### src/acr_cfg.svh
/*
 * Holds: register offsets, field positions, reset values and timing
 * counts of the ADC option and calibration coefficient register slice.
 * Assumes: included by bare name; the clock runs at 25 MHz.
 */
`ifndef ACR_CFG_SVH
`define ACR_CFG_SVH

// ==========================================================================
// register offsets (device side)
`define ACR_OFS_OPTION 4'h0
`define ACR_OFS_GAIN_COEFF_BYTE0 4'h8
`define ACR_OFS_GAIN_COEFF_BYTE1 4'h9
`define ACR_OFS_GAIN_COEFF_BYTE2 4'hA
`define ACR_OFS_OFFS0 4'hB
`define ACR_OFS_OFFS1 4'hC
`define ACR_OFS_OFFS2 4'hD

// ==========================================================================
// field positions and codes
`define ACR_OPT_PD_BIT 0
`define ACR_OPT_ID_LSB 1
`define ACR_MODE_IDLE 4'h0
`define ACR_GAIN_W 18
`define ACR_OFFS_W 20

// ==========================================================================
// reset values
`define ACR_RST_GAIN 18'h00001
`define ACR_RST_OFFS 20'h00000
`define ACR_RST_PD 1'b0

// ==========================================================================
// host command registers
`define ACR_H_ADDR 3'h0
`define ACR_H_DATA 3'h1
`define ACR_H_CTRL 3'h2
`define ACR_H_STAT 3'h3
`define ACR_H_RDAT 3'h4
`define ACR_H_GO_WR 0
`define ACR_H_GO_RD 1

// ==========================================================================
// timing: least times round up to whole cycles
`define ACR_CLK_MHZ 25
`define ACR_T_PWRUP_NS 30000
`define ACR_T_WARM_NS 70000
`define ACR_CYC(ns) ((((ns) * `ACR_CLK_MHZ) + 999) / 1000)

`endif

### src/acr_pkg.sv
/*
 * Holds: shared types of the option and calibration register slice.
 * Assumes: compiled before the interface and both ends.
 */
package acr_pkg;
  // ==========================================================================
  // widths
  typedef logic [3:0] acr_addr_t;
  typedef logic [7:0] acr_byte_t;
  typedef logic [10:0] acr_cnt_t;
  typedef logic [2:0] acr_haddr_t;

  // ==========================================================================
  // host sequencer states
  typedef enum logic [3:0] {
    ACR_H_IDLE = 4'b0001,
    ACR_H_HOLD = 4'b0010,
    ACR_H_STRB = 4'b0100,
    ACR_H_CAPT = 4'b1000
  } acr_hstate_e;
endpackage

### src/acr_if.sv
/*
 * Holds: the register port between the host and the converter's slice.
 * Assumes: both ends run on the same clock; read data stand the cycle
 * after the read strobe.
 */
`timescale 1ns/1ps
`default_nettype none

// ==========================================================================
// register port
interface acr_if;
  import acr_pkg::*;
  acr_addr_t addr;
  acr_byte_t wdata;
  logic wr;
  logic rd;
  acr_byte_t rdata;

  modport dev (input addr, input wdata, input wr, input rd, output rdata);
  modport host (output addr, output wdata, output wr, output rd, input rdata);
endinterface

`default_nettype wire

### src/acr_dev.sv
/*
 * Holds: the converter's option register, gain and offset coefficient
 * registers, and the power-up and analog start-up waits.
 * Assumes: the converter core supplies the conversion mode and the
 * calibration results on the same clock; the host keeps its own waits.
 */
// Local design decision: the plain strobed port.
`timescale 1ns/1ps
`default_nettype none
`include "acr_cfg.svh"

module acr_dev #(
  parameter logic [6:0] PART_ID = 7'h2B, // arbitrary identifier value
  parameter int PWRUP_CYC = `ACR_CYC(`ACR_T_PWRUP_NS),
  parameter int WARM_CYC = `ACR_CYC(`ACR_T_WARM_NS)
) (
  input wire logic clk_i,
  input wire logic rstn_i,
  acr_if.dev bus,
  input wire logic [3:0] mode_i,
  input wire logic cal_gain_vld_i,
  input wire logic [`ACR_GAIN_W-1:0] cal_gain_i,
  input wire logic cal_offs_vld_i,
  input wire logic [`ACR_OFFS_W-1:0] cal_offs_i,
  output logic [`ACR_GAIN_W-1:0] gain_o,
  output logic [23:0] offset_o,
  output logic analog_pd_o,
  output logic analog_ready_o,
  output logic op_ready_o,
  output logic conv_allow_o
);
  import acr_pkg::*;

  // ==========================================================================
  // state
  // software-visible registers
  logic pd_r;
  logic [`ACR_GAIN_W-1:0] gain_r;
  logic [`ACR_OFFS_W-1:0] offs_r;
  acr_byte_t rdata_r;
  // wait timers and analog state
  acr_cnt_t pwrup_cnt_r;
  logic op_ready_r;
  acr_cnt_t warm_cnt_r;
  logic apd_r;
  logic apd_prev_r;
  // combinational helpers
  logic coeff_wr_ok;
  logic [23:0] offs_ext;
  acr_byte_t rd_nxt;

  // ==========================================================================
  // power-up wait after reset release
  // the counter freezes once ready, so a long run never wraps it
  // and ready never drops again until the next reset
  always_ff @(posedge clk_i) begin
    if (!rstn_i) begin
      pwrup_cnt_r <= '0;
      op_ready_r <= 1'b0;
    end else if (!op_ready_r) begin
      if (pwrup_cnt_r == acr_cnt_t'(PWRUP_CYC - 1)) begin
        op_ready_r <= 1'b1;
      end
      pwrup_cnt_r <= pwrup_cnt_r + 11'h001;
    end
  end

  // ==========================================================================
  // idle power-down bit, written through the option register
  // only bit 0 is stored: the identifier is a constant of the part
  // a write here always lands, powered down or not, since it is
  // the only way to bring the analog block back on in idle mode
  always_ff @(posedge clk_i) begin
    if (!rstn_i) begin
      pd_r <= `ACR_RST_PD;
    end else if (bus.wr && bus.addr == `ACR_OFS_OPTION) begin
      pd_r <= bus.wdata[`ACR_OPT_PD_BIT]; // identifier bits ignored
    end
  end

  // ==========================================================================
  // analog block state: power-down only takes hold in idle mode
  // registered so that the edge detector below sees a clean step
  // apd_prev_r keeps last cycle's state to find the power-on edge
  always_ff @(posedge clk_i) begin
    if (!rstn_i) begin
      apd_r <= 1'b0;
      apd_prev_r <= 1'b0;
    end else begin
      apd_r <= pd_r && (mode_i == `ACR_MODE_IDLE);
      apd_prev_r <= apd_r;
    end
  end

  // ==========================================================================
  // start-up wait each time the analog block leaves power-down
  // a fresh power-down cancels a wait in progress, so a short
  // off-on pulse still pays the whole start-up time
  always_ff @(posedge clk_i) begin
    if (!rstn_i) begin
      warm_cnt_r <= '0;
    end else if (apd_prev_r && !apd_r) begin
      warm_cnt_r <= acr_cnt_t'(WARM_CYC);
    end else if (apd_r) begin
      warm_cnt_r <= '0;
    end else if (warm_cnt_r != '0) begin
      warm_cnt_r <= warm_cnt_r - 11'h001;
    end
  end

  // conversion is held off until both waits are over
  // ready drops in the cycle of the power-on edge itself, before
  // the counter is loaded, so no one-cycle ready gap appears
  assign analog_pd_o = apd_r;
  assign analog_ready_o = !apd_r && !(apd_prev_r && !apd_r) && (warm_cnt_r == '0);
  assign op_ready_o = op_ready_r;
  assign conv_allow_o = op_ready_r && analog_ready_o;

  // ==========================================================================
  // host coefficient writes need the internal clock running
  // a blocked write is dropped silently; no refusal is reported here
  assign coeff_wr_ok = bus.wr && !pd_r;

  // gain coefficient: calibration result wins over a host write
  // a write to the top byte keeps only two bits, the rest read zero
  always_ff @(posedge clk_i) begin
    if (!rstn_i) begin
      gain_r <= `ACR_RST_GAIN;
    end else if (cal_gain_vld_i) begin
      gain_r <= cal_gain_i;
    end else if (coeff_wr_ok) begin
      unique case (bus.addr)
        `ACR_OFS_GAIN_COEFF_BYTE0: gain_r[7:0] <= bus.wdata;
        `ACR_OFS_GAIN_COEFF_BYTE1: gain_r[15:8] <= bus.wdata;
        `ACR_OFS_GAIN_COEFF_BYTE2: gain_r[17:16] <= bus.wdata[1:0];
        default: ;
      endcase
    end
  end

  // offset coefficient: calibration result wins over a host write
  // only the low nibble of the top byte is stored; the sign copies
  // above it are rebuilt on every read
  always_ff @(posedge clk_i) begin
    if (!rstn_i) begin
      offs_r <= `ACR_RST_OFFS;
    end else if (cal_offs_vld_i) begin
      offs_r <= cal_offs_i;
    end else if (coeff_wr_ok) begin
      unique case (bus.addr)
        `ACR_OFS_OFFS0: offs_r[7:0] <= bus.wdata;
        `ACR_OFS_OFFS1: offs_r[15:8] <= bus.wdata;
        `ACR_OFS_OFFS2: offs_r[19:16] <= bus.wdata[3:0]; // top nibble is sign
        default: ;
      endcase
    end
  end

  // ==========================================================================
  // 24-bit view of the offset with sign copies; gain goes out unpadded at 18 bits
  // the sign copies are wired, not stored, so they never disagree
  assign offs_ext = {{4{offs_r[`ACR_OFFS_W-1]}}, offs_r};
  assign gain_o = gain_r;
  assign offset_o = offs_ext;

  // ==========================================================================
  // read mux; unmapped offsets read zero
  // decoded from the address every cycle, captured only under a read
  always_comb begin
    rd_nxt = 8'h00;
    unique case (bus.addr)
      `ACR_OFS_OPTION: rd_nxt = {PART_ID, pd_r};
      `ACR_OFS_GAIN_COEFF_BYTE0: rd_nxt = gain_r[7:0];
      `ACR_OFS_GAIN_COEFF_BYTE1: rd_nxt = gain_r[15:8];
      `ACR_OFS_GAIN_COEFF_BYTE2: rd_nxt = {6'h00, gain_r[17:16]};
      `ACR_OFS_OFFS0: rd_nxt = offs_ext[7:0];
      `ACR_OFS_OFFS1: rd_nxt = offs_ext[15:8];
      `ACR_OFS_OFFS2: rd_nxt = offs_ext[23:16];
      default: rd_nxt = 8'h00;
    endcase
  end

  // read data stand only in the cycle after the strobe
  // and fall back to zero so a stale byte is never taken twice
  always_ff @(posedge clk_i) begin
    if (!rstn_i) begin
      rdata_r <= 8'h00;
    end else if (bus.rd) begin
      rdata_r <= rd_nxt;
    end else begin
      rdata_r <= 8'h00;
    end
  end

  // the register port sees the flopped byte only
  assign bus.rdata = rdata_r;
endmodule

`default_nettype wire

### src/flat_wrapper.sv
// flat-port wrapper written by rule: the top's interface ports become plain ports
module acr_dev_flat import acr_pkg::*;
#(
  parameter logic [6:0] PART_ID = 7'h2B,                              
  parameter int PWRUP_CYC = `ACR_CYC(`ACR_T_PWRUP_NS),
  parameter int WARM_CYC = `ACR_CYC(`ACR_T_WARM_NS)
)
  (clk_i, rstn_i, mode_i, cal_gain_vld_i, cal_gain_i, cal_offs_vld_i, cal_offs_i, gain_o, offset_o, analog_pd_o, analog_ready_o, op_ready_o, conv_allow_o, bus_addr, bus_wdata, bus_wr, bus_rd, bus_rdata);
  acr_if bus_i ();
  input wire logic clk_i;
  input wire logic rstn_i;
  input wire logic [3:0] mode_i;
  input wire logic cal_gain_vld_i;
  input wire logic [`ACR_GAIN_W-1:0] cal_gain_i;
  input wire logic cal_offs_vld_i;
  input wire logic [`ACR_OFFS_W-1:0] cal_offs_i;
  output logic [`ACR_GAIN_W-1:0] gain_o;
  output logic [23:0] offset_o;
  output logic analog_pd_o;
  output logic analog_ready_o;
  output logic op_ready_o;
  output logic conv_allow_o;
  input wire logic [$bits(bus_i.addr)-1:0] bus_addr;
  input wire logic [$bits(bus_i.wdata)-1:0] bus_wdata;
  input wire logic [$bits(bus_i.wr)-1:0] bus_wr;
  input wire logic [$bits(bus_i.rd)-1:0] bus_rd;
  output wire logic [$bits(bus_i.rdata)-1:0] bus_rdata;
  assign bus_i.addr = bus_addr;
  assign bus_i.wdata = bus_wdata;
  assign bus_i.wr = bus_wr;
  assign bus_i.rd = bus_rd;
  assign bus_rdata = bus_i.rdata;
  acr_dev #(.PART_ID(PART_ID), .PWRUP_CYC(PWRUP_CYC), .WARM_CYC(WARM_CYC)) u_core (.clk_i(clk_i), .rstn_i(rstn_i), .bus(bus_i), .mode_i(mode_i), .cal_gain_vld_i(cal_gain_vld_i), .cal_gain_i(cal_gain_i), .cal_offs_vld_i(cal_offs_vld_i), .cal_offs_i(cal_offs_i), .gain_o(gain_o), .offset_o(offset_o), .analog_pd_o(analog_pd_o), .analog_ready_o(analog_ready_o), .op_ready_o(op_ready_o), .conv_allow_o(conv_allow_o));
endmodule
### config.mk
export PLATFORM = sky130hd
export DESIGN_NAME = acr_dev_flat
export DESIGN_NICKNAME = d
export VERILOG_FILES = /design/src/acr_pkg.sv /design/src/acr_if.sv /design/src/acr_dev.sv /design/src/flat_wrapper.sv
export VERILOG_INCLUDE_DIRS = /design/src
export SDC_FILE = /design/constraint.sdc
export NUM_CORES = 1
export LEC_CHECK = 0
export BUFFER_PORTS_ARGS = -buffer_cell sky130_fd_sc_hd__buf_2
export CAP_MARGIN = 20
export CELL_PAD_IN_SITES_DETAIL_PLACEMENT = 0
export CELL_PAD_IN_SITES_GLOBAL_PLACEMENT = 2
export CORE_UTILIZATION = 33
export CTS_BUF_LIST = sky130_fd_sc_hd__clkbuf_8
export DETAILED_ROUTE_END_ITERATION = 7
export HOLD_SLACK_MARGIN = 0.03
export PLACE_DENSITY_LB_ADDON = 0.1
export SYNTH_ARGS = -nofsm -noshare
export SYNTH_HDL_FRONTEND = slang
export SYNTH_SLANG_ARGS = --single-unit
### constraint.sdc
create_clock -name clk_i -period 4.7 [get_ports clk_i]
set_input_delay 0.47 -clock clk_i [delete_from_list [all_inputs] [get_ports clk_i]]
set_output_delay 0.47 -clock clk_i [all_outputs]
set_load 0.05 [all_outputs]
-- Yosys cells after proc, flatten, opt, wreduce, memory -nomap -nowiden
Cells that the tools add are included.
- bits in registers: 72
- input port bits: 60
- output and inout port bits: 54
- logic and storage cells: 71
- add/subtract/negate cells: 2
- equality and inequality tests: 7
- multiplexer cells: 16
- bitwise operators: 1
- reductions and logical operators: 31
- operators by type and width (cell ; count):
    $pmux W8 S7 ; 1
    $mux W20 ; 2
    $mux W18 ; 2
    $mux W11 ; 3
    $mux W8 ; 4
    $eq A4 B4 Y1 const B ; 6
    $reduce_bool A2 Y1 ; 8
    $reduce_and A2 Y1 ; 7
    $add A11 B1 Y11 const B ; 1
    $eq A11 B10 Y1 const B ; 1
    $logic_not A11 Y1 ; 1
    $reduce_bool A11 Y1 ; 1
    $sub A11 B1 Y11 const B ; 1
    $logic_not A4 Y1 ; 2
    $logic_and A1 B1 Y1 ; 7
    $mux W4 ; 1
    $logic_not A1 Y1 ; 3
    $reduce_bool A3 Y1 ; 1
    $reduce_or A3 Y1 ; 1
    $mux W1 ; 2
    $mux W2 ; 1
    $not A1 Y1 ; 1

-- Longest topological paths before layout
Gate-level depths: netlist of run 1.
- depth in word-level cells: 6
- mapped depth: 7
- mapped depth without buffers: 6

-- Worst setup path after synthesis of run 1
No wires, ideal clock.
- kind: reg-to-output
- start point: register u_core.warm_cnt_r[0]
- end point: output conv_allow_o
- arrival: 2.713 ns
- data required time: 4.230 ns
- setup slack: 1.517 ns
- cell stages (with the launch flop): 7
- path buffers: 0
- cells stage by stage: dfxtp_1 inv_1 ha_1 nor2b_1 nand4_4 nor3_1 and2_1
- longest elaborated chain between the ends: 3
- RTL lines (what ; line ; text):
    start, declared ; acr_dev.sv:44 ; acr_cnt_t warm_cnt_r;
    start signal, assigned ; acr_dev.sv:103 ; warm_cnt_r <= acr_cnt_t'(WARM_CYC);
    start signal, assigned ; acr_dev.sv:107 ; warm_cnt_r <= warm_cnt_r - 11'h001;
    $logic_not A11 Y1 ; acr_dev.sv:115 ; assign analog_ready_o = !apd_r && !(apd_prev_r && !apd_r) && (warm_cnt_r == '0);
    $logic_and A1 B1 Y1 ; acr_dev.sv:115 ;
    named net analog_ready_o ; flat_wrapper.sv:20 ; output logic analog_ready_o;
    $logic_and A1 B1 Y1 ; acr_dev.sv:117 ; assign conv_allow_o = op_ready_r && analog_ready_o;
    end, declared ; flat_wrapper.sv:22 ; output logic conv_allow_o;
The timed path passes the listed nets, and every way through them passes these cells.

-- Worst setup path in the final report of run 1
- start point: register u_core.warm_cnt_r[0]
- end point: output conv_allow_o
- longest elaborated chain between the ends: 3
- RTL lines (what ; line):
    $logic_not A11 Y1 ; acr_dev.sv:115
    $logic_and A1 B1 Y1 ; acr_dev.sv:115
    $logic_and A1 B1 Y1 ; acr_dev.sv:117
No other way between the ends.

==> flow_results.xml, run 1 <==
<?xml version="1.0" encoding="UTF-8"?>
<metrics>
  <group name="route">
    <metric name="drtIter0Drc" unit="">91</metric>
    <metric name="met3RoutedLength" unit="um">543</metric>
    <metric name="totalWireLength" unit="um">10300</metric>
    <metric name="detailroute.via_count" unit="">3228</metric>
    <metric name="detail_route.first_pass.iterations" unit="">4</metric>
    <metric name="dr_wl_met2" unit="um">4740</metric>
    <metric name="met1_length" unit="um">4870</metric>
    <metric name="post_drt_wl_per_cell" unit="um">16.1</metric>
    <metric name="vias_per_cell" unit="">5.04</metric>
    <metric name="highest_layer" unit="">met4</metric>
    <metric name="drc" unit="">0</metric>
    <metric name="drt.antenna.violating_nets" unit="">0</metric>
  </group>
  <group name="timing">
    <metric name="period_needed" unit="ns">2.60</metric>
    <metric name="finalHoldViolCount" unit="">0</metric>
    <metric name="totalNegativeSetupSlack" unit="ns">0</metric>
    <metric name="worst_clock_skew" unit="ns">0.0105</metric>
    <metric name="drv_slew" unit="">0</metric>
    <metric name="rsz0062_at_grt" unit="">no</metric>
    <metric name="maxSlewHeadroom" unit="">0.384</metric>
    <metric name="worst-slew-pin-transition" unit="ns">0.919</metric>
    <metric name="timing.fmax" unit="MHz">384</metric>
    <metric name="number_of_endpoints_failing_setup_at_the_final_stage" unit="">0</metric>
    <metric name="fin_crit_sh" unit="">0.554</metric>
  </group>
  <group name="setup_path">
    <metric name="cp_slowest_stage_delay" unit="ns">0.36</metric>
    <metric name="worstSetupEndpointType" unit="">output pin</metric>
    <metric name="path_length_in_cells_of_the_critical_path" unit="">7</metric>
    <metric name="timing.critical_path.from_type" unit="">register</metric>
    <metric name="critical_path.slowest_cell" unit="">sky130_fd_sc_hd__dfxtp_1</metric>
    <metric name="critPathTopFamily" unit="">simple AND/OR/NAND/NOR gates</metric>
    <metric name="worstPathBufferInverterCount" unit="">2</metric>
    <metric name="timing.critical_path.cells" unit="">inv_1 -&gt; ha_1 -&gt; nor2b_1 -&gt; nand4_4 -&gt; nor3_1 -&gt; and2_1 -&gt; buf_2</metric>
    <metric name="worstSetupPathType" unit="">register to output pin</metric>
    <metric name="worstPathRequired" unit="ns">4.23</metric>
    <metric name="cp_data_arrival_time" unit="ns">2.13</metric>
    <metric name="ff2ff_path_depth" unit="">6</metric>
    <metric name="highest_fanout_seen_on_the_critical_path" unit="">8</metric>
  </group>
  <group name="finish">
    <metric name="layout-area-overhead-vs-synth" unit="%">22.3</metric>
    <metric name="finalInstanceArea" unit="um^2">4400</metric>
    <metric name="commonest_non_fill_non_tap_cell_in_the_layout" unit="">sky130_fd_sc_hd__buf_2</metric>
    <metric name="fillCellCount" unit="">1134</metric>
    <metric name="commonest_cells_after_routing_fill_and_taps_aside" unit="">sky130_fd_sc_hd__buf_2, sky130_fd_sc_hd__dfxtp_1, sky130_fd_sc_hd__a21oi_1</metric>
    <metric name="antenna-diode-count" unit="">0</metric>
    <metric name="nets" unit="">563</metric>
    <metric name="drive_gt1_frac" unit="">0.282</metric>
    <metric name="stdcell_count" unit="">640</metric>
  </group>
  <group name="placed_design">
    <metric name="postPlaceCellArea" unit="um^2">4190</metric>
    <metric name="dpl.cell_count" unit="">623</metric>
    <metric name="gpl_wtd_cong" unit="">0.733</metric>
    <metric name="place.detailed.hpwl" unit="um">7280</metric>
    <metric name="portBuffers" unit="">113</metric>
  </group>
  <group name="logic_synthesis">
    <metric name="prevailing_post_synth_register_cell" unit="">sky130_fd_sc_hd__dfxtp_1</metric>
    <metric name="netlist-cell-type-count" unit="">53</metric>
    <metric name="synth-edff-count" unit="">0</metric>
    <metric name="avgSynthCellArea" unit="um^2">8.93</metric>
    <metric name="syn_nets" unit="">467</metric>
    <metric name="synth-seq-area-share" unit="">0.401</metric>
    <metric name="synthCells" unit="">403</metric>
    <metric name="ys_seq_elements" unit="">72</metric>
    <metric name="cell_area_after_synthesis" unit="um^2">3600</metric>
    <metric name="ffs_w_async_s_r_synth" unit="">0</metric>
    <metric name="yosys_warnings" unit="">0</metric>
  </group>
  <group name="min_path">
    <metric name="timing.hold.worst.class" unit="">primary input to register</metric>
    <metric name="worstHoldPathCells" unit="">3</metric>
  </group>
  <group name="clock_tree">
    <metric name="path_clk_slew" unit="ns">0.08</metric>
    <metric name="max-clock-path-buffers" unit="">2</metric>
    <metric name="post_cts.resized_instances" unit="">0</metric>
    <metric name="cts.root.buffer_cell" unit="">sky130_fd_sc_hd__clkbuf_8</metric>
    <metric name="numCtsBuffers" unit="">9</metric>
    <metric name="cts.sink_count" unit="">72</metric>
    <metric name="cts.htree.levels" unit="">3</metric>
    <metric name="tritoncts" unit="">yes</metric>
    <metric name="worstSkewPairLatency" unit="ns">0.35</metric>
    <metric name="cts_hold_repair.buffers" unit="">0</metric>
    <metric name="postCtsSetupRepairBufs" unit="">0</metric>
  </group>
  <group name="die">
    <metric name="die_w" unit="um">106</metric>
    <metric name="floorplan.die.height" unit="um">106</metric>
    <metric name="area_enclosed_by_the_die_boundary" unit="um^2">11300</metric>
    <metric name="ioPinCount" unit="">114</metric>
    <metric name="row_count" unit="">37</metric>
    <metric name="initial_utilization" unit="">0.344</metric>
    <metric name="coreArea" unit="um^2">10500</metric>
  </group>
  <group name="global_route">
    <metric name="residual_overflow_from_global_routing" unit="">0</metric>
    <metric name="grt_pass1_wl" unit="um">16200</metric>
    <metric name="global_route.usage.total" unit="">0.188</metric>
    <metric name="grt_max_degree" unit="">58</metric>
    <metric name="number_of_global_route_vias_before_repair" unit="">3095</metric>
    <metric name="grt_antenna_before_repair" unit="">0</metric>
  </group>
  <group name="power_and_ir_drop">
    <metric name="worst_ir_drop_vdd" unit="V">0.000142</metric>
    <metric name="p_leak" unit="nW">2.04</metric>
    <metric name="powerDensity" unit="nW/um^2">392</metric>
  </group>
  <group name="flow_run">
    <metric name="drv_cap" unit="">0</metric>
  </group>
  <group name="outcome">
    <metric name="run_status" unit="">complete, no violations</metric>
  </group>
</metrics>
[layout make-up]
type	count	area [um^2]	share of cell area
Timing Repair Buffer	114	593	0.135
Multi-Input combinational cell	292	1970	0.449
Clock buffer	11	151	0.0344
Sequential cell	72	1440	0.328
Tap cell	136	170	0.0387
Clock inverter	5	31.3	0.00711
Inverter	10	37.5	0.00853
[tightest hold or removal path, stage by stage]
cell and delay (ns):
sky130_fd_sc_hd__buf_2 0.07, sky130_fd_sc_hd__o21ai_0 0.06, sky130_fd_sc_hd__a21oi_1 0.10
[final timing paths]
| path | from | endpoint | slack, ns |
|---|---|---|---|
| max | u_core.warm_cnt_r[0]$_SDFFE_PP0N_ | conv_allow_o | 2.10 |
| min | cal_offs_i[9] | u_core.offs_r[9]$_SDFFE_PN0P_ | 0.38 |
| max reg2reg | u_core.warm_cnt_r[0]$_SDFFE_PP0N_ | u_core.warm_cnt_r[8]$_SDFFE_PP0N_ | 2.86 |
| min reg2reg | u_core.warm_cnt_r[6]$_SDFFE_PN0P_ | u_core.warm_cnt_r[6]$_SDFFE_PN0P_ | 0.50 |
[cells by family (layout without fill, tap and decap cells)]
kind of cell	Yosys count	after routing	share of synthesized area
muxes	53	53	0.148
and+or+nand+nor	101	101	0.169
adders and majority gates	4	4	0.0139
DFF	72	72	0.401
xor gates and xnor gates	15	15	0.0365
buffers and inverters	39	140	0.0504
AOI/OAI and AO/OA	119	119	0.181
[sequential cells by signal, summed over array words and instances, names as in the netlist]
name,count
u_core.analog_pd_o,1
u_core.apd_prev_r,1
u_core.bus.rdata,8
u_core.gain_o,18
u_core.offs_r,20
u_core.op_ready_o,1
u_core.pd_r,1
u_core.pwrup_cnt_r,11
u_core.warm_cnt_r,11
[Yosys cell counts, drive strengths merged (3+ instances only)]
master	n	area, um^2
dfxtp	72	1440
a21oi	56	280
mux2i	51	510
o21ai	43	215
nor2	17	63.8
clkbuf	16	61.3
nand2	16	65.1
buf	13	82.6
and2	12	75.1
nand3	10	50.1
inv	9	33.8
xnor2	8	70.1
nor3	7	51.3
xor2	7	61.3
nand3b	6	45.0
nand2b	5	31.3
o22ai	5	31.3
and3	4	25.0
ha	4	50.1
nor4	4	25.0
nand4	3	33.8
nand4b	3	26.3
nor3b	3	22.5
[layer usage]
metal,vias up,global-route usage
met4,0,0.0694
met3,10,0.0484
li1,1641,-
met2,83,0.300
met1,1494,0.243
met5,-,0
[power breakdown]
| part | leakage (nW) | switching [mW] | internal [mW] | total, mW |
|---|---|---|---|---|
| combinational | 1.35 | 0.331 | 0.200 | 0.531 |
| clock | 0.0951 | 0.241 | 0.219 | 0.460 |
| sequential | 0.593 | 0.0614 | 0.670 | 0.732 |
[per-stage QoR]
| step | worst slack [ns] | hold WS (ns) | power [mW] | utilization |
|---|---|---|---|---|
| after global placement | 2.43 | 0.494 | 1.27 | 0.400 |
| after global routing | 1.90 | 0.378 | 1.84 | 0.420 |
| final | 2.10 | 0.379 | 1.72 | 0.420 |
| after detailed placement | 2.39 | 0.501 | 1.28 | 0.400 |
| after CTS | 2.06 | 0.363 | 1.74 | 0.418 |
| after floorplan | 1.52 | 0.475 | 1.15 | - |
Note: power is estimated with default switching activity, not from simulation.
==> run 2, diff against run 1 <==
--- a/config.mk
+++ b/config.mk
@@ -10,7 +10,7 @@
 export CAP_MARGIN = 20
 export CELL_PAD_IN_SITES_DETAIL_PLACEMENT = 0
 export CELL_PAD_IN_SITES_GLOBAL_PLACEMENT = 2
-export CORE_UTILIZATION = 33
+export CORE_UTILIZATION = 31
 export CTS_BUF_LIST = sky130_fd_sc_hd__clkbuf_8
 export DETAILED_ROUTE_END_ITERATION = 7
 export HOLD_SLACK_MARGIN = 0.03
==> constraint.sdc (replaced) <==
create_clock -name clk_i -period 2.5 [get_ports clk_i]
set_input_delay 0.25 -clock clk_i [delete_from_list [all_inputs] [get_ports clk_i]]
set_output_delay 0.25 -clock clk_i [all_outputs]
set_load 0.05 [all_outputs]
==> run 2 against run 1 <==
Compared with the run above:
- combinational power rose by 90%
- clock skew rose by 0.00082 ns
- utilization fell by 2.3 points
- sequential power rose by 89%
- non-clock buffer count rose by 4
- setup slack got worse by 1.8 ns
- critical endpoint unchanged
==> flow_results.xml, run 2 (synthesis results as in run 1) <==
<?xml version="1.0" encoding="UTF-8"?>
<metrics>
  <group name="global_route">
    <metric name="global_route.usage.total" unit="">0.184</metric>
    <metric name="grt_pass1_wl" unit="um">16500</metric>
    <metric name="number_of_global_route_vias_before_repair" unit="">3099</metric>
    <metric name="grt_max_degree" unit="">41</metric>
    <metric name="residual_overflow_from_global_routing" unit="">0</metric>
    <metric name="grt_antenna_before_repair" unit="">0</metric>
  </group>
  <group name="clock_tree">
    <metric name="path_clk_slew" unit="ns">0.08</metric>
    <metric name="worstSkewPairLatency" unit="ns">0.34</metric>
    <metric name="postCtsSetupRepairBufs" unit="">0</metric>
    <metric name="cts.htree.levels" unit="">3</metric>
    <metric name="cts.sink_count" unit="">72</metric>
    <metric name="cts.root.buffer_cell" unit="">sky130_fd_sc_hd__clkbuf_8</metric>
    <metric name="tritoncts" unit="">yes</metric>
    <metric name="max-clock-path-buffers" unit="">2</metric>
    <metric name="numCtsBuffers" unit="">9</metric>
  </group>
  <group name="setup_path">
    <metric name="timing.critical_path.cells" unit="">inv_1 -&gt; ha_1 -&gt; nor2b_2 -&gt; nand4_4 -&gt; nor3_2 -&gt; and2_1 -&gt; buf_2</metric>
    <metric name="ff2ff_path_depth" unit="">6</metric>
    <metric name="critical_path.slowest_cell" unit="">sky130_fd_sc_hd__dfxtp_1</metric>
    <metric name="worstPathBufferInverterCount" unit="">2</metric>
    <metric name="worstSetupPathType" unit="">register to output pin</metric>
    <metric name="cp_slowest_stage_delay" unit="ns">0.36</metric>
    <metric name="timing.critical_path.from_type" unit="">register</metric>
    <metric name="path_length_in_cells_of_the_critical_path" unit="">7</metric>
    <metric name="ff2ff_setup_slack" unit="ns">0.74</metric>
    <metric name="critPathTopFamily" unit="">simple AND/OR/NAND/NOR gates</metric>
    <metric name="highest_fanout_seen_on_the_critical_path" unit="">8</metric>
    <metric name="worstSetupEndpointType" unit="">output pin</metric>
    <metric name="cp_data_arrival_time" unit="ns">1.95</metric>
    <metric name="worstPathRequired" unit="ns">2.25</metric>
  </group>
  <group name="placed_design">
    <metric name="dpl.cell_count" unit="">632</metric>
    <metric name="place.detailed.hpwl" unit="um">7690</metric>
    <metric name="place_ws" unit="ns">0.508</metric>
    <metric name="gpl_wtd_cong" unit="">0.779</metric>
    <metric name="portBuffers" unit="">113</metric>
  </group>
  <group name="die">
    <metric name="initial_utilization" unit="">0.325</metric>
    <metric name="area_enclosed_by_the_die_boundary" unit="um^2">12000</metric>
    <metric name="floorplan.die.height" unit="um">110</metric>
    <metric name="ioPinCount" unit="">114</metric>
    <metric name="coreArea" unit="um^2">11100</metric>
    <metric name="row_count" unit="">38</metric>
    <metric name="die_w" unit="um">110</metric>
  </group>
  <group name="route">
    <metric name="totalWireLength" unit="um">10500</metric>
    <metric name="post_drt_wl_per_cell" unit="um">16.3</metric>
    <metric name="drt.antenna.violating_nets" unit="">0</metric>
    <metric name="vias_per_cell" unit="">4.97</metric>
    <metric name="drc" unit="">0</metric>
    <metric name="drtIter0Drc" unit="">176</metric>
    <metric name="detailroute.via_count" unit="">3220</metric>
    <metric name="detail_route.first_pass.iterations" unit="">4</metric>
  </group>
  <group name="min_path">
    <metric name="worstHoldPathCells" unit="">3</metric>
    <metric name="timing.hold.worst.class" unit="">primary input to register</metric>
  </group>
  <group name="power_and_ir_drop">
    <metric name="powerDensity" unit="nW/um^2">723</metric>
    <metric name="worst_ir_drop_vdd" unit="V">0.000424</metric>
    <metric name="total_power" unit="mW">3.18</metric>
    <metric name="p_leak" unit="nW">2.06</metric>
  </group>
  <group name="finish">
    <metric name="commonest_cells_after_routing_fill_and_taps_aside" unit="">sky130_fd_sc_hd__buf_2, sky130_fd_sc_hd__dfxtp_1, sky130_fd_sc_hd__a21oi_1</metric>
    <metric name="regMostFlops" unit="">u_core.offs_r</metric>
    <metric name="commonest_non_fill_non_tap_cell_in_the_layout" unit="">sky130_fd_sc_hd__buf_2</metric>
    <metric name="largest_register_ffs" unit="">20</metric>
    <metric name="antenna-diode-count" unit="">0</metric>
    <metric name="drive_gt1_frac" unit="">0.287</metric>
    <metric name="nets" unit="">567</metric>
    <metric name="stdcell_count" unit="">648</metric>
    <metric name="layout-area-overhead-vs-synth" unit="%">22.4</metric>
  </group>
  <group name="timing">
    <metric name="drv_slew" unit="">0</metric>
    <metric name="period_needed" unit="ns">2.20</metric>
    <metric name="worst-slew-pin-transition" unit="ns">0.653</metric>
    <metric name="final_critical_path_setup_slack" unit="ns">0.299</metric>
    <metric name="worst_clock_skew" unit="ns">0.0114</metric>
    <metric name="finalHoldWorstSlack" unit="ns">0.162</metric>
    <metric name="totalNegativeSetupSlack" unit="ns">0</metric>
    <metric name="maxSlewHeadroom" unit="">0.564</metric>
    <metric name="rsz0062_at_grt" unit="">no</metric>
    <metric name="finalHoldViolCount" unit="">0</metric>
    <metric name="timing.fmax" unit="MHz">454</metric>
    <metric name="fin_crit_sh" unit="">0.880</metric>
    <metric name="number_of_endpoints_failing_setup_at_the_final_stage" unit="">0</metric>
  </group>
  <group name="flow_run">
    <metric name="drv_cap" unit="">0</metric>
  </group>
  <group name="outcome">
    <metric name="run_status" unit="">complete, no violations</metric>
  </group>
</metrics>
[run 2: per-stage QoR]
step | utilization | instance area (um^2)
after floorplan | - | 3600
after global placement | 0.382 | 4240
after detailed placement | 0.382 | 4240
after CTS | 0.397 | 4400
after global routing | 0.398 | 4400
final | 0.398 | 4400
[run 2: report_power, final]
group          switching (mW)  total, mW  internal (mW)
registers               0.115       1.38           1.26
clock network           0.427      0.800          0.374
logic                   0.629       1.01          0.379
total                    1.17       3.18           2.01
[run 2: final cells by class]
class,instances,area [um^2]
fill,1170,6670
multi-input combinational,292,1980
sequential,72,1440
timing repair buffer,118,603
tap,140,175
clock buffer,10,138
inverter,10,37.5
clock inverter,6,27.5
[run 2: repair_timing]
action / CTS / global route
setup endpoints to repair: 0 / 1
gates resized for setup: 0 / 1
hold buffers: 0 / 0
[run 2: worst paths after layout]
| path | start | end |
|---|---|---|
| max | u_core.warm_cnt_r[0]$_SDFFE_PP0N_ | conv_allow_o |
| min | cal_offs_i[9] | u_core.offs_r[9]$_SDFFE_PN0P_ |
| max reg2reg | u_core.warm_cnt_r[0]$_SDFFE_PP0N_ | u_core.warm_cnt_r[8]$_SDFFE_PP0N_ |
| min reg2reg | u_core.warm_cnt_r[6]$_SDFFE_PN0P_ | u_core.warm_cnt_r[6]$_SDFFE_PN0P_ |
[run 2: per-layer routing]
| layer | global-route usage | part of all wire | routed length, um |
|---|---|---|---|
| met1 | 0.237 | 0.46 | 4890 |
| met2 | 0.299 | 0.47 | 4920 |
| met3 | 0.0492 | 0.061 | 641 |
| met4 | 0.0543 | 0.0079 | 83 |
| met5 | 0 | 0 | 0 |
[run 2: worst min-delay path: cells and delay by family]
kind	cells	cell delay, ns
compound gates	2	0.16
buf+inv	1	0.07
